<file path="src/core/fan_regs_defs.vh">
`ifndef FAN_REGS_DEFS_VH
`define FAN_REGS_DEFS_VH

// Register offsets
`define OFS_LOCAL_TEMP_HIGH_BYTE  8'h0a
`define OFS_REMOTE_TEMP_HIGH_BYTE 8'h0b
`define OFS_LOCAL_UPPER_LIMIT     8'h14
`define OFS_LOCAL_LOWER_LIMIT     8'h15
`define OFS_LOCAL_OVERHEAT_LIMIT  8'h16
`define OFS_REMOTE_UPPER_LIMIT    8'h18
`define OFS_REMOTE_LOWER_LIMIT    8'h19
`define OFS_REMOTE_OVERHEAT_LIMIT 8'h1a
`define OFS_LOCAL_CRITICAL_LIMIT  8'h1b
`define OFS_PASSIVE_COOLING_LIMIT 8'h1c
`define OFS_REMOTE_CRITICAL_LIMIT 8'h1d
`define OFS_FAN_TRAITS            8'h20
`define OFS_COOL_DUTY_SETTING     8'h21

// Reset values
`define RST_TEMP_HIGH_BYTE        8'h80
`define RST_LOCAL_UPPER_LIMIT     8'h3c
`define RST_LOCAL_LOWER_LIMIT     8'h00
`define RST_LOCAL_OVERHEAT_LIMIT  8'h46
`define RST_REMOTE_UPPER_LIMIT    8'h50
`define RST_REMOTE_LOWER_LIMIT    8'h00
`define RST_REMOTE_OVERHEAT_LIMIT 8'h64
`define RST_LOCAL_CRITICAL_LIMIT  8'h50
`define RST_PASSIVE_COOLING_LIMIT 8'h00
`define RST_REMOTE_CRITICAL_LIMIT 8'h69
`define RST_FAN_TRAITS            8'h1d
`define RST_COOL_DUTY_SETTING     8'h55

// Field positions
`define PASSIVE_COOLING_MASK      8'h3f
`define FAN_TRAITS_MASK           8'hbf
`define SPIN_DISABLE_BIT          7
`define PWM_FREQ_MSB              5
`define PWM_FREQ_LSB              3
`define SPINUP_TIME_MSB           2
`define SPINUP_TIME_LSB           0

// Serial target address
`define TARGET_ADDR               7'h18

`endif

</file>
<file path="src/core/smbus_line_sync.v">
`timescale 1ns/1ns
module smbus_line_sync (
   input wire clk_i,
   input wire arst_n_i,
   input wire scl_i,
   input wire sda_i,
   output reg scl_rise_o,
   output reg scl_fall_o,
   output reg start_o,
   output reg stop_o,
   output reg sda_lvl_o
);
   reg [2:0] scl_sh_r;
   reg [2:0] sda_sh_r;
   reg scl_lvl_r;

   // A level counts only when the second and third stages agree
   always @(posedge clk_i or negedge arst_n_i) begin
      if (!arst_n_i) begin
         scl_sh_r <= 3'h7;
         sda_sh_r <= 3'h7;
         scl_lvl_r <= 1'b1;
         sda_lvl_o <= 1'b1;
         scl_rise_o <= 1'b0;
         scl_fall_o <= 1'b0;
         start_o <= 1'b0;
         stop_o <= 1'b0;
      end else begin
         scl_sh_r <= {scl_sh_r[1:0], scl_i};
         sda_sh_r <= {sda_sh_r[1:0], sda_i};
         scl_rise_o <= 1'b0;
         scl_fall_o <= 1'b0;
         start_o <= 1'b0;
         stop_o <= 1'b0;
         if (scl_sh_r[1] == scl_sh_r[2]) begin
            scl_lvl_r <= scl_sh_r[2];
            scl_rise_o <= scl_sh_r[2] & ~scl_lvl_r;
            scl_fall_o <= ~scl_sh_r[2] & scl_lvl_r;
         end
         if (sda_sh_r[1] == sda_sh_r[2]) begin
            sda_lvl_o <= sda_sh_r[2];
            start_o <= scl_lvl_r & sda_lvl_o & ~sda_sh_r[2];
            stop_o <= scl_lvl_r & ~sda_lvl_o & sda_sh_r[2];
         end
      end
   end
endmodule

</file>
<file path="src/core/limit_compare.v">
`timescale 1ns/1ns
module limit_compare (
   input wire [10:0] reading_i,
   input wire [7:0] limit_i,
   output wire at_or_above_o,
   output wire below_o
);
   // Limit holds the top eight bits; its three low bits count as zero
   wire signed [10:0] rd_s = reading_i;
   wire signed [10:0] lim_s = {limit_i, 3'h0};

   assign at_or_above_o = (rd_s >= lim_s);
   assign below_o = (rd_s < lim_s);
endmodule

</file>
<file path="src/core/temp_limit_fan_register_bank.v">
`timescale 1ns/1ns
`include "fan_regs_defs.vh"

module temp_limit_fan_register_bank (
   input wire clk_i,
   input wire arst_n_i,
   input wire scl_i,
   input wire sda_i,
   output wire sda_o,
   output wire sda_oe_n_o,
   input wire alert_i,
   output wire alert_o,
   output wire alert_oe_n_o,
   input wire [10:0] local_temp_i,
   input wire [10:0] remote_temp_i,
   input wire temp_valid_i,
   input wire global_int_en_i,
   input wire local_crit_int_en_i,
   input wire remote_crit_int_en_i,
   input wire flag_clear_i,
   input wire auto_fan_mode_i,
   input wire cool_zone_i,
   input wire [7:0] loop_duty_i,
   output reg [7:0] duty_value_o,
   output reg local_critical_flag_o,
   output reg remote_critical_flag_o,
   output reg overtemp_output_n_o,
   output reg local_out_of_range_o,
   output reg remote_out_of_range_o,
   output reg local_overheat_o,
   output reg remote_overheat_o,
   output wire [5:0] passive_cooling_o,
   output wire spin_disable_o,
   output wire [2:0] pwm_freq_sel_o,
   output wire [2:0] spinup_time_o
);
   localparam [2:0] ST_IDLE = 3'h0;
   localparam [2:0] ST_ADDR = 3'h1;
   localparam [2:0] ST_PTR = 3'h2;
   localparam [2:0] ST_WDATA = 3'h3;
   localparam [2:0] ST_ACK = 3'h4;
   localparam [2:0] ST_READ = 3'h5;
   localparam [2:0] ST_RACK = 3'h6;

   wire scl_rise;
   wire scl_fall;
   wire bus_start;
   wire bus_stop;
   wire sda_lvl;

   reg [2:0] state_r;
   reg [2:0] after_ack_r;
   reg [2:0] bit_cnt_r;
   reg [7:0] shift_r;
   reg [7:0] ptr_r;
   reg got_byte_r;
   reg host_ack_r;
   reg sda_drive_r;
   reg [7:0] rd_data;
   wire wr_now;

   reg [10:0] local_temp_r;
   reg [10:0] remote_temp_r;
   reg [7:0] local_upper_limit_r;
   reg [7:0] local_lower_limit_r;
   reg [7:0] local_overheat_limit_r;
   reg [7:0] remote_upper_limit_r;
   reg [7:0] remote_lower_limit_r;
   reg [7:0] remote_overheat_limit_r;
   reg [7:0] local_critical_limit_r;
   reg [7:0] passive_cooling_limit_r;
   reg [7:0] remote_critical_limit_r;
   reg [7:0] fan_traits_r;
   reg [7:0] cool_duty_setting_r;

   wire local_crit_ge;
   wire remote_crit_ge;
   wire local_hi_ge;
   wire local_lo_lt;
   wire local_th_ge;
   wire remote_hi_ge;
   wire remote_lo_lt;
   wire remote_th_ge;
   wire unused_lt0;
   wire unused_lt1;
   wire unused_lt2;
   wire unused_lt3;
   wire unused_lt4;
   wire unused_ge0;
   wire unused_ge1;
   wire local_reading_top_bit;
   wire remote_lower_limit_top_bit;
   wire cool_duty_top_bit;

   ////////////////////////////////////////////////////////////////////////////
   // Serial line conditioning

   smbus_line_sync u_sync (
      .clk_i(clk_i),
      .arst_n_i(arst_n_i),
      .scl_i(scl_i),
      .sda_i(sda_i),
      .scl_rise_o(scl_rise),
      .scl_fall_o(scl_fall),
      .start_o(bus_start),
      .stop_o(bus_stop),
      .sda_lvl_o(sda_lvl)
   );

   // Open-drain: only ever pull low
   assign sda_o = 1'b0;
   assign sda_oe_n_o = ~sda_drive_r;

   ////////////////////////////////////////////////////////////////////////////
   // Byte protocol: address, pointer, data; reads return the pointed register

   assign wr_now = (state_r == ST_WDATA) && scl_fall && got_byte_r && !bus_start && !bus_stop;

   always @(posedge clk_i or negedge arst_n_i) begin
      if (!arst_n_i) begin
         state_r <= ST_IDLE;
         after_ack_r <= ST_IDLE;
         bit_cnt_r <= 3'h0;
         shift_r <= 8'h00;
         ptr_r <= 8'h00;
         got_byte_r <= 1'b0;
         host_ack_r <= 1'b0;
         sda_drive_r <= 1'b0;
      end else if (bus_stop) begin
         state_r <= ST_IDLE;
         got_byte_r <= 1'b0;
         sda_drive_r <= 1'b0;
      end else if (bus_start) begin
         // Pointer survives a repeated start so a read follows a pointer write
         state_r <= ST_ADDR;
         bit_cnt_r <= 3'h0;
         got_byte_r <= 1'b0;
         sda_drive_r <= 1'b0;
      end else begin
         case (state_r)
            ST_ADDR, ST_PTR, ST_WDATA: begin
               if (scl_rise) begin
                  shift_r <= {shift_r[6:0], sda_lvl};
                  bit_cnt_r <= bit_cnt_r + 3'h1;
                  if (bit_cnt_r == 3'h7) begin
                     got_byte_r <= 1'b1;
                  end
               end else if (scl_fall && got_byte_r) begin
                  got_byte_r <= 1'b0;
                  if (state_r == ST_ADDR) begin
                     if (shift_r[7:1] == `TARGET_ADDR) begin
                        sda_drive_r <= 1'b1;
                        state_r <= ST_ACK;
                        after_ack_r <= shift_r[0] ? ST_READ : ST_PTR;
                     end else begin
                        state_r <= ST_IDLE;
                     end
                  end else begin
                     if (state_r == ST_PTR) begin
                        ptr_r <= shift_r;
                     end
                     sda_drive_r <= 1'b1;
                     state_r <= ST_ACK;
                     after_ack_r <= ST_WDATA;
                  end
               end
            end
            ST_ACK: begin
               if (scl_fall) begin
                  bit_cnt_r <= 3'h0;
                  state_r <= after_ack_r;
                  if (after_ack_r == ST_READ) begin
                     shift_r <= rd_data;
                     sda_drive_r <= ~rd_data[7];
                  end else begin
                     sda_drive_r <= 1'b0;
                  end
               end
            end
            ST_READ: begin
               if (scl_fall) begin
                  bit_cnt_r <= bit_cnt_r + 3'h1;
                  if (bit_cnt_r == 3'h7) begin
                     sda_drive_r <= 1'b0;
                     state_r <= ST_RACK;
                  end else begin
                     shift_r <= {shift_r[6:0], 1'b0};
                     sda_drive_r <= ~shift_r[6];
                  end
               end
            end
            ST_RACK: begin
               if (scl_rise) begin
                  host_ack_r <= ~sda_lvl;
               end else if (scl_fall) begin
                  // Host acknowledge asks for the same register again
                  if (host_ack_r) begin
                     bit_cnt_r <= 3'h0;
                     shift_r <= rd_data;
                     sda_drive_r <= ~rd_data[7];
                     state_r <= ST_READ;
                  end else begin
                     state_r <= ST_IDLE;
                  end
               end
            end
            default: begin
               state_r <= ST_IDLE;
               sda_drive_r <= 1'b0;
            end
         endcase
      end
   end

   ////////////////////////////////////////////////////////////////////////////
   // Register file

   always @(posedge clk_i or negedge arst_n_i) begin
      if (!arst_n_i) begin
         local_upper_limit_r <= `RST_LOCAL_UPPER_LIMIT;
         local_lower_limit_r <= `RST_LOCAL_LOWER_LIMIT;
         local_overheat_limit_r <= `RST_LOCAL_OVERHEAT_LIMIT;
         remote_upper_limit_r <= `RST_REMOTE_UPPER_LIMIT;
         remote_lower_limit_r <= `RST_REMOTE_LOWER_LIMIT;
         remote_overheat_limit_r <= `RST_REMOTE_OVERHEAT_LIMIT;
         local_critical_limit_r <= `RST_LOCAL_CRITICAL_LIMIT;
         passive_cooling_limit_r <= `RST_PASSIVE_COOLING_LIMIT;
         remote_critical_limit_r <= `RST_REMOTE_CRITICAL_LIMIT;
         fan_traits_r <= `RST_FAN_TRAITS;
         cool_duty_setting_r <= `RST_COOL_DUTY_SETTING;
      end else if (wr_now) begin
         // Read-only and reserved offsets fall through untouched
         if (ptr_r == `OFS_LOCAL_UPPER_LIMIT) begin
            local_upper_limit_r <= shift_r;
         end else if (ptr_r == `OFS_LOCAL_LOWER_LIMIT) begin
            local_lower_limit_r <= shift_r;
         end else if (ptr_r == `OFS_LOCAL_OVERHEAT_LIMIT) begin
            local_overheat_limit_r <= shift_r;
         end else if (ptr_r == `OFS_REMOTE_UPPER_LIMIT) begin
            remote_upper_limit_r <= shift_r;
         end else if (ptr_r == `OFS_REMOTE_LOWER_LIMIT) begin
            remote_lower_limit_r <= shift_r;
         end else if (ptr_r == `OFS_REMOTE_OVERHEAT_LIMIT) begin
            remote_overheat_limit_r <= shift_r;
         end else if (ptr_r == `OFS_LOCAL_CRITICAL_LIMIT) begin
            local_critical_limit_r <= shift_r;
         end else if (ptr_r == `OFS_PASSIVE_COOLING_LIMIT) begin
            passive_cooling_limit_r <= shift_r & `PASSIVE_COOLING_MASK;
         end else if (ptr_r == `OFS_REMOTE_CRITICAL_LIMIT) begin
            remote_critical_limit_r <= shift_r;
         end else if (ptr_r == `OFS_FAN_TRAITS) begin
            fan_traits_r <= shift_r & `FAN_TRAITS_MASK;
         end else if (ptr_r == `OFS_COOL_DUTY_SETTING) begin
            cool_duty_setting_r <= shift_r;
         end
      end
   end

   always @* begin
      if (ptr_r == `OFS_LOCAL_TEMP_HIGH_BYTE) begin
         rd_data = local_temp_r[10:3];
      end else if (ptr_r == `OFS_REMOTE_TEMP_HIGH_BYTE) begin
         rd_data = remote_temp_r[10:3];
      end else if (ptr_r == `OFS_LOCAL_UPPER_LIMIT) begin
         rd_data = local_upper_limit_r;
      end else if (ptr_r == `OFS_LOCAL_LOWER_LIMIT) begin
         rd_data = local_lower_limit_r;
      end else if (ptr_r == `OFS_LOCAL_OVERHEAT_LIMIT) begin
         rd_data = local_overheat_limit_r;
      end else if (ptr_r == `OFS_REMOTE_UPPER_LIMIT) begin
         rd_data = remote_upper_limit_r;
      end else if (ptr_r == `OFS_REMOTE_LOWER_LIMIT) begin
         rd_data = remote_lower_limit_r;
      end else if (ptr_r == `OFS_REMOTE_OVERHEAT_LIMIT) begin
         rd_data = remote_overheat_limit_r;
      end else if (ptr_r == `OFS_LOCAL_CRITICAL_LIMIT) begin
         rd_data = local_critical_limit_r;
      end else if (ptr_r == `OFS_PASSIVE_COOLING_LIMIT) begin
         rd_data = passive_cooling_limit_r;
      end else if (ptr_r == `OFS_REMOTE_CRITICAL_LIMIT) begin
         rd_data = remote_critical_limit_r;
      end else if (ptr_r == `OFS_FAN_TRAITS) begin
         rd_data = fan_traits_r;
      end else if (ptr_r == `OFS_COOL_DUTY_SETTING) begin
         rd_data = cool_duty_setting_r;
      end else begin
         rd_data = 8'h00;
      end
   end

   ////////////////////////////////////////////////////////////////////////////
   // Readings, captured once per conversion

   always @(posedge clk_i or negedge arst_n_i) begin
      if (!arst_n_i) begin
         local_temp_r <= {`RST_TEMP_HIGH_BYTE, 3'h0};
         remote_temp_r <= {`RST_TEMP_HIGH_BYTE, 3'h0};
      end else if (temp_valid_i) begin
         local_temp_r <= local_temp_i;
         remote_temp_r <= remote_temp_i;
      end
   end

   assign local_reading_top_bit = local_temp_r[10];
   assign remote_lower_limit_top_bit = remote_lower_limit_r[7];
   assign cool_duty_top_bit = cool_duty_setting_r[7];

   ////////////////////////////////////////////////////////////////////////////
   // Limit comparisons

   limit_compare u_local_crit (
      .reading_i(local_temp_r),
      .limit_i(local_critical_limit_r),
      .at_or_above_o(local_crit_ge),
      .below_o(unused_lt0)
   );

   limit_compare u_remote_crit (
      .reading_i(remote_temp_r),
      .limit_i(remote_critical_limit_r),
      .at_or_above_o(remote_crit_ge),
      .below_o(unused_lt1)
   );

   limit_compare u_local_hi (
      .reading_i(local_temp_r),
      .limit_i(local_upper_limit_r),
      .at_or_above_o(local_hi_ge),
      .below_o(unused_lt2)
   );

   limit_compare u_local_lo (
      .reading_i(local_temp_r),
      .limit_i(local_lower_limit_r),
      .at_or_above_o(unused_ge0),
      .below_o(local_lo_lt)
   );

   limit_compare u_local_th (
      .reading_i(local_temp_r),
      .limit_i(local_overheat_limit_r),
      .at_or_above_o(local_th_ge),
      .below_o(unused_lt3)
   );

   limit_compare u_remote_hi (
      .reading_i(remote_temp_r),
      .limit_i(remote_upper_limit_r),
      .at_or_above_o(remote_hi_ge),
      .below_o(unused_lt4)
   );

   // Low three bits of the lower limit are zero inside the comparator
   limit_compare u_remote_lo (
      .reading_i(remote_temp_r),
      .limit_i(remote_lower_limit_r),
      .at_or_above_o(unused_ge1),
      .below_o(remote_lo_lt)
   );

   limit_compare u_remote_th (
      .reading_i(remote_temp_r),
      .limit_i(remote_overheat_limit_r),
      .at_or_above_o(remote_th_ge),
      .below_o()
   );

   ////////////////////////////////////////////////////////////////////////////
   // Flags, alert and over-temperature output

   always @(posedge clk_i or negedge arst_n_i) begin
      if (!arst_n_i) begin
         local_critical_flag_o <= 1'b0;
         remote_critical_flag_o <= 1'b0;
         overtemp_output_n_o <= 1'b1;
         local_out_of_range_o <= 1'b0;
         remote_out_of_range_o <= 1'b0;
         local_overheat_o <= 1'b0;
         remote_overheat_o <= 1'b0;
      end else begin
         // Set beats clear so an event in the clearing cycle is kept
         local_critical_flag_o <= local_crit_ge | (local_critical_flag_o & ~flag_clear_i);
         remote_critical_flag_o <= remote_crit_ge |
            (remote_critical_flag_o & ~flag_clear_i);
         // Follows the live comparison, not the sticky flags
         overtemp_output_n_o <= ~(local_crit_ge | remote_crit_ge);
         local_out_of_range_o <= local_hi_ge | local_lo_lt;
         remote_out_of_range_o <= remote_hi_ge | remote_lo_lt;
         local_overheat_o <= local_th_ge;
         remote_overheat_o <= remote_th_ge;
      end
   end

   // Masks gate only the pin, never the flags
   assign alert_o = 1'b0;
   assign alert_oe_n_o = ~(global_int_en_i &
      ((local_critical_flag_o & local_crit_int_en_i) |
       (remote_critical_flag_o & remote_crit_int_en_i)));

   ////////////////////////////////////////////////////////////////////////////
   // Duty selection and fan settings

   always @(posedge clk_i or negedge arst_n_i) begin
      if (!arst_n_i) begin
         duty_value_o <= `RST_COOL_DUTY_SETTING;
      end else if (auto_fan_mode_i && cool_zone_i) begin
         duty_value_o <= cool_duty_setting_r;
      end else begin
         duty_value_o <= loop_duty_i;
      end
   end

   assign passive_cooling_o = passive_cooling_limit_r[5:0];
   assign spin_disable_o = fan_traits_r[`SPIN_DISABLE_BIT];
   assign pwm_freq_sel_o = fan_traits_r[`PWM_FREQ_MSB:`PWM_FREQ_LSB];
   assign spinup_time_o = fan_traits_r[`SPINUP_TIME_MSB:`SPINUP_TIME_LSB];

endmodule

</file>
<file path="config.mk">
export PLATFORM = sky130hd
export DESIGN_NAME = temp_limit_fan_register_bank
export DESIGN_NICKNAME = d
export VERILOG_FILES = /design/src/core/smbus_line_sync.v /design/src/core/limit_compare.v /design/src/core/temp_limit_fan_register_bank.v
export VERILOG_INCLUDE_DIRS = /design/src /design/src/core
export SDC_FILE = /design/constraint.sdc
export NUM_CORES = 1
export LEC_CHECK = 0
export ABC_AREA = 1
export BUFFER_PORTS_ARGS = -buffer_cell sky130_fd_sc_hd__buf_2
export CAP_MARGIN = 20
export CORE_MARGIN = 1
export CORE_UTILIZATION = 34
export DETAILED_ROUTE_END_ITERATION = 7
export MAX_ROUTING_LAYER = met4
export PLACE_DENSITY = 0.51
export SLEW_MARGIN = 10
export SYNTH_ARGS = -nofsm -noshare
export SYNTH_HDL_FRONTEND = slang
export SYNTH_HIERARCHICAL = 1
export SYNTH_SLANG_ARGS = --single-unit
</file>
<file path="constraint.sdc">
create_clock -name clk_i -period 2.7 [get_ports clk_i]
set_clock_uncertainty 0.15 [all_clocks]
set_input_delay 0.27 -clock clk_i [delete_from_list [all_inputs] [get_ports clk_i]]
set_output_delay 0.27 -clock clk_i [all_outputs]
set_load 0.02 [all_outputs]
</file>
After elaboration in Yosys (flattened, before gate mapping)
Cells that the tools add are included.
{"block": "op_classes", "addsub": 1, "n_lt_le_gt_ge": 8, "n_eq_ne": 49, "mux": 71, "bitwise": 41, "reduce_logical": 32}
{"operator": "2-to-1 mux 8 bit", "n": 22}
{"operator": "equality test 8 x 5 -> 1 bit, second input constant", "n": 9}
{"operator": ">= comparator 11 bit", "n": 6}
{"operator": "2-to-1 mux 3 bit", "n": 22}
{"operator": "one-hot mux 8 bit (4 select lines)", "n": 1}
{"operator": "NOT 1 bit", "n": 24}
{"operator": "one-hot mux 3 bit (4 select lines)", "n": 2}
{"operator": "AND reduction 8 bit", "n": 3}
{"operator": "2-to-1 mux 1 bit", "n": 23}
{"operator": "less-than comparator 11 bit", "n": 2}
{"operator": "AND reduction 11 bit", "n": 2}
{"operator": "AND reduction 7 bit", "n": 3}
{"operator": "equality test 8 x 4 -> 1 bit, second input constant", "n": 2}
{"operator": "equality test 8 x 6 -> 1 bit, second input constant", "n": 2}
{"operator": "equality test 3 bit, second input constant", "n": 5}
{"operator": "!= test 3 x 1 -> 1 bit, second input constant", "n": 4}
{"operator": "!= test 4 x 1 -> 1 bit, second input constant", "n": 3}
{"operator": "!= test 4 x 2 -> 1 bit, second input constant", "n": 3}
{"operator": "!= test 4 bit, second input constant", "n": 3}
{"operator": "AND reduction 12 bit", "n": 1}
{"operator": "AND reduction 6 bit", "n": 2}
{"operator": "AND 1 bit", "n": 11}
{"operator": "!= test 2 x 1 -> 1 bit, second input constant", "n": 5}
{"operator": "AND reduction 10 bit", "n": 1}
{"operator": "22 further kinds", "n": 41}
{"block": "word_totals", "reg_bits": 162, "word_cells": 239}

Depth between registers and ports, before layout
Gate-level depths: netlist of run 1.
{"block": "depth", "ltp_word": 21, "mapped_depth": 17, "depth_no_buf": 15}

Hierarchy
Netlist of run 1, hierarchy kept.
{"module": "temp_limit_fan_register_bank", "n_inst": 1, "cells_each": 844, "area_per_inst_um2": 7078.0, "seq_area_each_um2": 3794.9}
{"module": "limit_compare", "n_inst": 8, "cells_each": 45, "area_per_inst_um2": 269.0, "seq_area_each_um2": 0.0}
{"module": "smbus_line_sync", "n_inst": 1, "cells_each": 24, "area_per_inst_um2": 366.6, "seq_area_each_um2": 310.3}

Worst setup path before layout of run 1
No wires, ideal clock.
{"block": "synth_path", "path_type": "flip-flop to flip-flop", "start": "reg state_r[0]", "end": "reg shift_r[5]", "arrival_ps": 1681, "required_time_ps": 2426, "slack_ps": 745, "path_stages_with_launch": 12, "period_less_slack_ps": 1955, "cell_sequence": "dfrtp_1 -> inv_2 -> nand2_2 -> nor2_4 -> inv_2 -> nand2_4 -> nor2_2 -> a221oi_2 -> o211ai_2 -> buf_6 -> a21oi_1 -> a21boi_2"}
{"block": "synth_between", "elab_chain_cells": 4, "elab_cells_between_ends": 18, "classes_between": "eq/ne (14); mux (1); reduce/logical (3)"}
{"element": "from (decl)", "line": "temp_limit_fan_register_bank.v:51", "text": "reg [2:0] state_r;"}
{"element": "from (signal assigned)", "line": "temp_limit_fan_register_bank.v:171", "text": "state_r <= after_ack_r;"}
{"element": "equality test 3 x 2 -> 1 bit / equality test 3 x 1 -> 1 bit (equally long branches)", "line": "temp_limit_fan_register_bank.v:140", "text": "case (state_r)"}
{"element": "OR reduction 3 bit", "line": "temp_limit_fan_register_bank.v:140"}
{"element": "!= test 2 x 1 -> 1 bit (no line) / nonzero test 4 bit (equally long branches)"}
{"element": "AND reduction 11 bit (no line)"}
{"element": "to (signal assigned)", "line": "temp_limit_fan_register_bank.v:143", "text": "shift_r <= {shift_r[6:0], sda_lvl};"}
{"element": "to (signal assigned)", "line": "temp_limit_fan_register_bank.v:173", "text": "shift_r <= rd_data;"}
{"element": "to (signal assigned)", "line": "temp_limit_fan_register_bank.v:187", "text": "shift_r <= {shift_r[6:0], 1'b0};"}
{"element": "to (decl)", "line": "temp_limit_fan_register_bank.v:54", "text": "reg [7:0] shift_r;"}
Parallel ways exist; a longest one is shown, timed or not.
A chain may end at the register's enable or synchronous reset.

Worst setup path after layout of run 1
{"block": "layout_path", "start": "reg ptr_r[1]", "end": "reg shift_r[0]"}
{"block": "layout_between", "elab_chain_cells": 18, "elab_cells_between_ends": 32, "classes_between": "eq/ne (13); mux (19)"}
{"element": "from (decl)", "line": "temp_limit_fan_register_bank.v:55", "text": "reg [7:0] ptr_r;"}
{"element": "from (signal assigned)", "line": "temp_limit_fan_register_bank.v:160", "text": "ptr_r <= shift_r;"}
{"element": "equality test 8 x 6 -> 1 bit (no line)"}
{"element": "2-to-1 mux 8 bit", "line": "temp_limit_fan_register_bank.v:284", "text": "end else if (ptr_r == `OFS_COOL_DUTY_SETTING) begin"}
{"element": "2-to-1 mux 8 bit", "line": "temp_limit_fan_register_bank.v:282", "text": "end else if (ptr_r == `OFS_FAN_TRAITS) begin"}
{"element": "2-to-1 mux 8 bit", "line": "temp_limit_fan_register_bank.v:280", "text": "end else if (ptr_r == `OFS_REMOTE_CRITICAL_LIMIT) begin"}
{"element": "2-to-1 mux 8 bit", "line": "temp_limit_fan_register_bank.v:278", "text": "end else if (ptr_r == `OFS_PASSIVE_COOLING_LIMIT) begin"}
{"element": "2-to-1 mux 8 bit", "line": "temp_limit_fan_register_bank.v:276", "text": "end else if (ptr_r == `OFS_LOCAL_CRITICAL_LIMIT) begin"}
{"element": "2-to-1 mux 8 bit", "line": "temp_limit_fan_register_bank.v:274", "text": "end else if (ptr_r == `OFS_REMOTE_OVERHEAT_LIMIT) begin"}
{"element": "2-to-1 mux 8 bit", "line": "temp_limit_fan_register_bank.v:272", "text": "end else if (ptr_r == `OFS_REMOTE_LOWER_LIMIT) begin"}
{"element": "[2 not listed]"}
{"element": "2-to-1 mux 8 bit", "line": "temp_limit_fan_register_bank.v:266", "text": "end else if (ptr_r == `OFS_LOCAL_LOWER_LIMIT) begin"}
{"element": "2-to-1 mux 8 bit", "line": "temp_limit_fan_register_bank.v:264", "text": "end else if (ptr_r == `OFS_LOCAL_UPPER_LIMIT) begin"}
{"element": "2-to-1 mux 8 bit", "line": "temp_limit_fan_register_bank.v:262", "text": "end else if (ptr_r == `OFS_REMOTE_TEMP_HIGH_BYTE) begin"}
{"element": "2-to-1 mux 8 bit *", "line": "temp_limit_fan_register_bank.v:260", "text": "if (ptr_r == `OFS_LOCAL_TEMP_HIGH_BYTE) begin"}
{"element": "2-to-1 mux 8 bit", "line": "temp_limit_fan_register_bank.v:197", "text": "if (host_ack_r) begin"}
{"element": "2-to-1 mux 8 bit", "line": "temp_limit_fan_register_bank.v:195", "text": "end else if (scl_fall) begin"}
{"element": "2-to-1 mux 8 bit", "line": "temp_limit_fan_register_bank.v:193", "text": "if (scl_rise) begin"}
{"element": "one-hot mux 8 bit (4 select lines) *", "line": "temp_limit_fan_register_bank.v:140"}
{"element": "to (signal assigned)", "line": "temp_limit_fan_register_bank.v:143"}
{"element": "to (signal assigned)", "line": "temp_limit_fan_register_bank.v:187"}
{"element": "to (signal assigned)", "line": "temp_limit_fan_register_bank.v:199", "text": "shift_r <= rd_data;"}
Mark *: on every way between the ends. The rest lies on a longest branch, timed or not. The select of a mux whose other input is x is not followed.

==> impl_results.md, run 1 <==
* Status: finished, final reports clean
* Slew HR at 52.1%
* Initial antenna violation count at 0
* Die width at 169 um
* CP arrival at 2.69 ns
* Post-route cell area at between 10000 and 15000 um2
* Total power at 6.80 mW
* H-Tree Depth at 4
* First-pass GRT wire length at 42000 um
* CP Max Fanout at 8
* Worst EP required at 2.92 ns
* Gpl congestion at 0.903
* Avg Cell Area, Syn at 7.90 um2
* Hold Fails Final Rpt at 0
* CTS tree: done
* Area occupied by multi-input gates at 4470 um2
* Area grow syn2layout at 18.3%
* Remaining antenna violation count at 0
* Type of the worst min-delay path: input pin to register
* CTS Sinks at between 150 and 200
* RSZ-0062 raised after global routing: no
* Regs by FF count: local_temp_r: 11 flops, remote_temp_r: 11 flops
* Vias per cell at 4.71
* Synthesized area at 9450 um2
* Worst reg2reg startpoint: ptr_r[1]$_DFFE_PN0P_
* TritonCTS Buffers at 17
* Die area at ~28000 um2
* # Max-Cap Violations at 0
* Placed Instance Area at 10200 um2
* Setup crit start kind: register
* Pwr dens at 608 nW/um2
* Iteration-0 DRC Markers at 551
* Tcrit/Tclk final at 91.3%
* Leakage power at 5.28 nW
* # hold bufs at CTS at 34
* Setup TNS at 0 ns
* Final Max Slew Viols at 0
* DP HPWL at around 19000 um
* PostCTS Resize Cnt at 0
* Crit Path Class: register to register
* FF-to-FF End: shift_r[0]$_DFFE_PN0P_
* CTS Root Cell: clkbuf_16
* Final WL at 26700 um
* Ys Warns at 6
* Routed length per instance at 15.8 um
* Min Clock Period, post-route at 2.46 ns
* Worst slew pin tran at 0.717 ns
* Vias in the first global route at 7575
* Setup violations, final at 0
* Layout cells sized above 1 at 17.6%
* Setup repair bufs after CTS at 0
* CP max stage delay at 0.42 ns
* Worst path cell trace: inv_1 > nand2_1 > nor2_1 > nand2_1 > o21ai_0 > nor2_1 > o21ai_1 > nand2_1 > nand2_1 > nand2_1 > nand2_1 > nand2_1 > a21boi_1
* Register area at 4110 um2
* Drt pass-1 iters at 8
* Worst path slowest cell: dfrtp_1
* Most numerous cell on the critical path: nand2_1
* Final Util at 41.2%
* Die Ht at 169 um
* PortBufs at 70
* End of the critical path: shift_r[0]$_DFFE_PN0P_
* Cell count of the worst reg-to-reg path at 13
* R2R Setup Slk at 0.24 ns
* Clock Tree Buf Depth at 2
* DR vias at 7948
* Crit. End Element: register
* IO Pins at 74
* DR DRC count at 0
* Clk slew on worst S/H paths at 0.07 ns
* # diodes at 0
* Peak Freq at 0.406 GHz
* Cells after Synth at 1196
* Final nets at 1409
* Fillers at 2779
* Largest net degree at the start of global routing at 56
* Starting Density at between 30% and 40%
* GR Overflow Total at 0
* Total Routing Usage GR at 20.0%
* FP Rows at 60
* Core area at between 20000 and 30000 um2
* Clk Latency, worst-skew pair at 0.44 ns
* Worst vdd rail ir drop at 0.000363 V
* Crit path from: ptr_r[1]$_DFFE_PN0P_
## per-layer routing
| metal | GRT usage (%) | vias to the layer above | share of wire (%) |
|---|---|---|---|
| met4 | 5.73 | 0 | 1.7 |
| met5 | - | - | 0 |
| met1 | 25.9 | 3718 | 47 |
| met3 | 2.76 | 29 | 4.1 |
| met2 | 32.6 | 159 | 47 |
| li1 | - | 4042 | - |
## placed cells by master, fill, tap and decap left out, types with 4 or more instances in the layout
cell type / count
nand2_2: 10
nand2_1: 309
clkinvlp_4: 5
nand3_2: 6
nand4_1: 12
inv_1: 189
inv_2: 5
buf_2: 69
nor3_1: 24
a21boi_2: 4
nor2_1: 75
a221oi_1: 6
a21o_2: 8
nor2_4: 10
o21ai_0: 153
dfrtp_1: 121
or2_2: 6
buf_4: 13
nor2_2: 5
o22ai_1: 4
dlygate4sd3_1: 34
mux2_2: 16
clkbuf_16: 17
nand3_1: 28
a21oi_1: 34
ha_1: 66
dfstp_2: 41
## cell type report
| type | count | area share (%) |
|---|---|---|
| multi-input cells | 808 | 40.0 |
| flip-flops and latches | 162 | 36.7 |
| repair buffers | 118 | 7.29 |
| inverters | 194 | 6.52 |
| well taps | 372 | 4.17 |
| clock buffers | 21 | 4.12 |
| clock inverters | 11 | 1.19 |
## power breakdown
part	switching, mW	internal, mW
registers	0.171	2.62
logic	1.02	0.503
clock network	1.07	1.42
total	2.26	4.54
## worst min-delay path by stage
stage                     slack (ns)                         start  cells after the start                         endpoint
after global routing            0.21  u_sync/sda_sh_r[0]$_DFF_PN1_                      0     u_sync/sda_sh_r[1]$_DFF_PN1_
after floorplan                -0.18                      arst_n_i                      0       after_ack_r[0]$_DFFE_PN0P_
final                           0.18                   cool_zone_i                      4        duty_value_o[4]$_DFF_PN1_
after global placement          0.11                      arst_n_i                      1  local_critical_flag_o$_DFF_PN0_
after CTS                       0.19                   cool_zone_i                      4        duty_value_o[0]$_DFF_PN1_
after detailed placement        0.12                      arst_n_i                      1  local_critical_flag_o$_DFF_PN0_
## stage by stage
step                hold WS, ns  instances  setup slack [ns]
floorplan                -0.176       1197             0.745
global placement          0.115       1620             0.272
detailed placement        0.116       1620             0.250
CTS                       0.185       1686             0.236
global route              0.210       1686           0.00424
finish                    0.181       1686             0.236
## worst max-delay path: cells and delay by family, from the launching register on
| family | cells | cell delay, ns |
|---|---|---|
| AND/OR/NAND/NOR | 9 | 1.09 |
| AO/OA/AOI/OAI | 3 | 0.64 |
| flip-flops | 1 | 0.42 |
| buffers and inverters | 1 | 0.08 |
(Power assumes the default switching activity.)
==> run 2: changes to the inputs <==
--- a/config.mk
+++ b/config.mk
@@ -6,7 +6,6 @@
 export SDC_FILE = /design/constraint.sdc
 export NUM_CORES = 1
 export LEC_CHECK = 0
-export ABC_AREA = 1
 export BUFFER_PORTS_ARGS = -buffer_cell sky130_fd_sc_hd__buf_2
 export CAP_MARGIN = 20
 export CORE_MARGIN = 1
==> run 2 against run 1 <==
Against the previous run:
- fmax decreased by 1.9%
- clock power about the same
- first-iteration DRC count fell by 15%
- critical path type unchanged
- via count down 9.4%
==> impl_results.md, run 2 <==
* DR vias at 7201 (-9.4%)
* # diodes at 0 (unchanged)
* Final nets at 1129 (-20%)
* Cells after DPL at 1340 (-17%)
* H-Tree Depth at 4 (unchanged)
* Hold slack at 0.208 ns (+0.0269 ns)
* Iteration-0 DRC Markers at 467 (-15%)
* IO Pins at 74 (unchanged)
* Leakage power at 4.93 nW (-6.5%)
* Gpl congestion at 0.912 (+0.97%)
* Ys Warns at 6 (unchanged)
* GR Overflow Total at 0 (unchanged)
* # Max-Cap Violations at 0 (unchanged)
* Routed length per instance at 19.1 um (+21%)
* Vias in the first global route at 7187 (-5.1%)
* Worst slew pin tran at 0.643 ns (-0.0743 ns)
* Worst vdd rail ir drop at 0.000349 V (-3.9%)
* P_int at 4.32 mW (-4.9%)
* CP arrival at 2.68 ns (about the same)
* Clk Latency, worst-skew pair at 0.44 ns (about the same)
* DR DRC count at 0 (unchanged)
* CP max stage delay at 0.55 ns (+0.13 ns)
* Core area at 27200 um2 (+0.28%)
* First-pass GRT wire length at 42400 um (+0.99%)
* Final cell count without fillers at 1406 (-17%)
* Die area at 28600 um2 (+0.36%)
* Slew HR at 57.1% (+5.0 points)
* CP Max Fanout at 5 (-3)
* Die width at 169 um (+0.18%)
* Worst path cell trace: or4_1 > o31a_1 > nand2b_4 > or4b_4 > mux2_4
* CTS Sinks at 162 (unchanged)
* Crit Path Class: register to register
* Clk pwr share at 39.0% (+2.5 points)
* Peak Freq at 0.398 GHz (-1.9%)
* Avg Cell Area, Syn at 10.7 um2 (+35%)
* PortBufs at 70 (unchanged)
* Fillers at 2698 (-2.9%)
* CTS tree: done
* Clock Tree Buf Depth at 2 (unchanged)
* Die Ht at 169 um (+0.18%)
* Combinational share of power at 18.2% (-4.2 points)
* Total power at 6.40 mW (-5.8%)
* Remaining antenna violation count at 0 (unchanged)
* Sw frac at 32.6% (-0.68 points)
* Type of the worst min-delay path: input pin to async pin
* Synthesized area at 9480 um2 (+0.36%)
* Switching power total at 2.08 mW (-7.8%)
* Drt pass-1 iters at 7 (-1)
* Vias per cell at 5.12 (+8.6%)
* Pwr dens at 557 nW/um2 (-8.5%)
* Regs by FF count: local_temp_r: 11 flops, remote_temp_r: 11 flops
* Buffers and inverters on the worst path at 0 (-1)
* RSZ-0062 raised after global routing: no
* DP HPWL at 19500 um (+0.10%)
* Sequential share of power at 42.8% (+1.8 points)
* Cells after Synth at 890 (-26%)
* Initial antenna violation count at 0 (unchanged)
* Hold Fails Final Rpt at 0 (unchanged)
* Final Util at 42.3% (+1.1 points)
* Setup violations, final at 0 (unchanged)
* Final Max Slew Viols at 0 (unchanged)
* CTS Root Cell: clkbuf_16
* Min Clock Period, post-route at 2.51 ns (+0.0480 ns)
* Crit. End Element: register
* FP Rows at 60 (unchanged)
* PostCTS Resize Cnt at 0 (unchanged)
* Area grow syn2layout at 21.3%
* Setup repair bufs after CTS at 0 (unchanged)
* Leading cell types in the layout, fill and taps excluded: mux2_2, dfrtp_1, inv_1, buf_2, ha_1
* Starting Density at 34.9% (about the same)
* Status: finished, final reports clean
* Clk slew on worst S/H paths at 0.08 ns (about the same)
* CP delay by family, top: simple AND/OR/NAND/NOR gates
* Largest net degree at the start of global routing at 65 (+16%)
* Layout cells sized above 1 at 34.4% (+17 points)
* Worst EP required at 2.87 ns (-0.05 ns)
* Tcrit/Tclk final at 93.0% (+1.8 points)
* Total Routing Usage GR at 20.5% (+0.44 points)
* Setup TNS at 0 ns (unchanged)
* TritonCTS Buffers at 17 (unchanged)
* Setup crit start kind: register
* Final WL at 26900 um (+0.70%)
* Worst path slowest cell: or4b_4
==> run 2: per-stage QoR <==
step                setup slack, ns  instance area [um2]
floorplan                     0.230                 9480
detailed placement            0.185                10500
CTS                           0.185                11500
global placement              0.201                10500
finish                        0.188                11500
global route                 0.0457                11500
==> run 2: worst paths after layout <==
kind	end	slack, ns	cells past startpoint	from
worst max-delay path	after_ack_r[1]$_DFFE_PN0P_	0.19	5	shift_r[2]$_DFFE_PN0P_
worst min-delay path	local_temp_r[5]$_DFFE_PN0P_	0.21	2	arst_n_i
worst max register to register	after_ack_r[1]$_DFFE_PN0P_	0.19	5	shift_r[2]$_DFFE_PN0P_
worst min register to register	u_sync/scl_sh_r[1]$_DFF_PN1_	0.21	0	u_sync/scl_sh_r[0]$_DFF_PN1_
max in group asynchronous	remote_critical_limit_r[5]$_DFFE_PN1P_	1.36	3	arst_n_i
min in group clk_i	u_sync/scl_sh_r[1]$_DFF_PN1_	0.21	0	u_sync/scl_sh_r[0]$_DFF_PN1_
==> run 2: worst register-to-register path, stage by stage, from the launching register on <==
cell      delay, ns
dfrtp_1        0.38
or4_1          0.52
o31a_1         0.33
nand2b_4       0.16
or4b_4         0.55
mux2_4         0.31
==> run 2: area by class of cell <==
class                   count  area (um2)  share of cell area [%]
repair buffers            148        1080                    9.37
inverters                  94         353                    3.07
clock inverters            15         199                    1.73
multi-input cells         598        4870                    42.4
clock buffers              17         425                    3.70
well taps                 372         465                    4.05
flip-flops and latches    162        4110                    35.7
==> run 2: metal layers <==
layer | part of all wire (%) | vias to the layer above | track usage, % | routed length [um]
met3 | 3.8 | 31 | 3.09 | 1020
met1 | 48 | 3561 | 27.6 | 13000
met5 | 0 | - | - | 0
li1 | - | 3439 | - | -
met4 | 1.9 | 0 | 6.15 | 503
met2 | 46 | 170 | 31.7 | 12400
==> run 2: what timing repair did <==
item                                   CTS  global route
endpoints found under the hold margin   77             0
hold buffers                            34             0
setup endpoints to repair                0             0
==> run 2: power by group through the flow <==
stage | Combinational [mW] | Sequential [mW] | Clock [mW]
final | 1.17 | 2.74 | 2.50
after CTS | 1.18 | 2.74 | 2.58
after global routing | 1.28 | 2.76 | 2.68
after detailed placement | 1.14 | 2.79 | 0
after floorplan | 0.630 | 2.76 | 0
after global placement | 1.12 | 2.79 | 0
==> run 3: changes to the inputs <==
--- a/config.mk
+++ b/config.mk
@@ -6,10 +6,12 @@
 export SDC_FILE = /design/constraint.sdc
 export NUM_CORES = 1
 export LEC_CHECK = 0
+export ABC_CLOCK_PERIOD_IN_PS = 2350
 export BUFFER_PORTS_ARGS = -buffer_cell sky130_fd_sc_hd__buf_2
 export CAP_MARGIN = 20
 export CORE_MARGIN = 1
 export CORE_UTILIZATION = 34
+export CTS_BUF_LIST = sky130_fd_sc_hd__clkbuf_2
 export DETAILED_ROUTE_END_ITERATION = 7
 export MAX_ROUTING_LAYER = met4
 export PLACE_DENSITY = 0.51
==> constraint.sdc (replaced) <==
create_clock -name clk_i -period 2.35 [get_ports clk_i]
set_clock_uncertainty 0.15 [all_clocks]
set_input_delay 0.235 -clock clk_i [delete_from_list [all_inputs] [get_ports clk_i]]
set_output_delay 0.235 -clock clk_i [all_outputs]
set_load 0.02 [all_outputs]
==> run 3 against run 2 <==
Against the previous run:
- the run now ends with setup timing left
- cell count is 7.0% higher
- register-to-register slack worse by 0.23 ns
- combinational power is 28% higher
- via count is 7.3% higher
- sequential cell count stayed put
- power is 2.8% lower
- worst setup slack worse by 0.23 ns
- global-route usage is 1.0 points higher
- fmax is 4.8% higher
- critical path depth stayed put
- largest power group unchanged
==> impl_results.md, run 3 (synthesis gave the netlist of run 2 again) <==
* Pwr dens at 509 nW/um2 (-8.5%)
* Clk slew on worst S/H paths at 0.27 ns (+0.19 ns)
* Drt pass-1 iters at 5 (-2)
* Hold Fails Final Rpt at 0 (unchanged)
* Status: finished, violations left
* Crit Path Class: register to register
* R2R Setup Slk at -0.05 ns (-0.23 ns)
* Type of the worst min-delay path: input pin to register
* DP HPWL at 20500 um (+5.1%)
* Vias in the first global route at 7752 (+7.9%)
* Gpl congestion at 0.961 (+5.4%)
* Commonest non-fill, non-tap cell in the layout: mux2_2
* Setup crit start kind: register
* Core area at 27200 um2 (unchanged)
* Buffers and inverters on the worst path at 0 (unchanged)
* Violated checks: setup timing
* Worst EP required at 2.85 ns (-0.02 ns)
* CP delay by family, top: simple AND/OR/NAND/NOR gates
* First-pass GRT wire length at 44700 um (+5.5%)
* Final nets at 1226 (+8.6%)
* CTS tree: done
* Cell count of the worst reg-to-reg path at 5 (unchanged)
* CP Max Fanout at 2 (-3)
* Final Util at 45.0% (+2.6 points)
* Final cell count without fillers at 1504 (+7.0%)
* Worst path slowest cell: or4_1
* Hold slack at 0.160 ns (-0.0475 ns)
* Remaining antenna violation count at 0 (unchanged)
* CTS Sinks at 162 (unchanged)
* Final Max Slew Viols at 0 (unchanged)
* GR Overflow Total at 0 (unchanged)
* RSZ-0062 raised after global routing: yes
* Die Ht at 169 um (unchanged)
* TritonCTS Buffers at 17 (unchanged)
* Leakage power at 5.28 nW (+7.1%)
* Min-delay src: flag_clear_i
* Initial antenna violation count at 1 (+1)
* Cells after DPL at 1381 (+3.1%)
* Peak Freq at 0.417 GHz (+4.8%)
* Routed length per instance at 18.9 um (-0.92%)
* Final WL at 28500 um (+6.0%)
* Slew HR at 59.9% (+2.8 points)
* FF-to-FF End: after_ack_r[1]$_DFFE_PN0P_
* Starting Density at 34.9% (unchanged)
* H-Tree Depth at 4 (unchanged)
* Final setup margin at -0.0463 ns (-0.234 ns)
* Total Routing Usage GR at 21.5% (+1.0 points)
* # Max-Cap Violations at 0 (unchanged)
* DR DRC count at 0 (unchanged)
* Regs by FF count: local_temp_r: 11 flops, remote_temp_r: 11 flops
* Die width at 169 um (unchanged)
* CTS Root Cell: clkbuf_2
* Area grow syn2layout at 28.9%
* IO Pins at 74 (unchanged)
* Vias per cell at 5.14 (+0.29%)
* Worst slew pin tran at 0.601 ns (-0.0423 ns)
* Total power at 6.22 mW (-2.8%)
* Iteration-0 DRC Markers at 440 (-5.8%)
* Worst reg2reg startpoint: shift_r[7]$_DFFE_PN0P_
* Worst path cell trace: or4_1 > o31a_1 > nand2b_4 > or4b_4 > mux2_4
* Hold EP: local_critical_flag_o$_DFF_PN0_
* Clk Latency, worst-skew pair at 0.75 ns (+0.31 ns)
* Worst vdd rail ir drop at 0.000288 V (-18%)
* Leading cell types in the layout, fill and taps excluded: mux2_2, dfrtp_1, inv_1, dlygate4sd3_1, buf_4
* Clock Tree Buf Depth at 2 (unchanged)
* Hold path depth at 4
* PortBufs at 70 (unchanged)
* Die area at 28600 um2 (unchanged)
* Setup violations, final at 2 (+2)
* Min Clock Period, post-route at 2.40 ns (-0.116 ns)
* DR vias at 7725 (+7.3%)
* Tcrit/Tclk final at 102% (+8.9 points)
* CP arrival at 2.90 ns (+0.22 ns)
* Layout cells sized above 1 at 38.0% (+3.6 points)
* CP max stage delay at 0.52 ns (-0.03 ns)
* Crit. End Element: register
* FP Rows at 60 (unchanged)
* Largest net degree at the start of global routing at 43 (-34%)
## run 3: final cells by class
class                           count  area (um2)
Fill cell                        2669       15000
Multi-Input combinational cell    598        5010
Sequential cell                   162        4110
Timing Repair Buffer              245        2040
Tap cell                          372         465
Inverter                           94         353
Clock inverter                     14         150
Clock buffer                       18        90.1
Antenna cell                        1        2.50
## run 3: worst max path at each step
stage,startpoint,to,slack (ns),cells past startpoint
after detailed placement,ptr_r[7]$_DFFE_PN0P_,shift_r[5]$_DFFE_PN0P_,-0.07,8
after CTS,shift_r[7]$_DFFE_PN0P_,after_ack_r[0]$_DFFE_PN0P_,-0.04,7
final,shift_r[7]$_DFFE_PN0P_,after_ack_r[1]$_DFFE_PN0P_,-0.05,5
after global placement,ptr_r[7]$_DFFE_PN0P_,shift_r[5]$_DFFE_PN0P_,-0.08,8
after global routing,shift_r[7]$_DFFE_PN0P_,after_ack_r[0]$_DFFE_PN0P_,-0.11,7
after floorplan,shift_r[1]$_DFFE_PN0P_,after_ack_r[1]$_DFFE_PN0P_,-0.04,5
## run 3: layer usage
layer	vias to the layer above	GRT usage, %	part of all wire [%]
met5	-	-	0
li1	3648	-	-
met2	181	34.9	49
met4	0	5.84	1.6
met1	3863	27.7	46
met3	33	3.44	3.6
## run 3: worst reg2reg max path, stage by stage (launching register included)
cell	delay (ns)
dfrtp_1	0.43
or4_1	0.52
o31a_1	0.27
nand2b_4	0.14
or4b_4	0.50
mux2_4	0.31
## run 3: timing repair
action	4_1_cts	5_1_grt
pin swaps	12	14
hold buffers	86	0
hold endpoints to repair	195	0
setup buffers	1	3
gates resized for setup	11	31
setup endpoints to repair	32	48
## run 3: metrics by stage
| stage | TNS [ns] | area, um2 | setup slack [ns] |
|---|---|---|---|
| 6_report | -0.0918 | 12200 | -0.0463 |
| 5_1_grt | -0.570 | 12200 | -0.112 |
| 4_1_cts | -0.0700 | 12100 | -0.0406 |
| 3_5_place_dp | -0.562 | 10900 | -0.0721 |
| 3_3_place_gp | -0.293 | 10900 | -0.0790 |
| 2_1_floorplan | -0.0368 | 9490 | -0.0368 |
## run 3: where the power goes
part           internal [mW]  switching [mW]  total [mW]
clock                  0.509            1.07        1.58
combinational          0.659           0.839        1.50
sequential              2.96           0.189        3.15
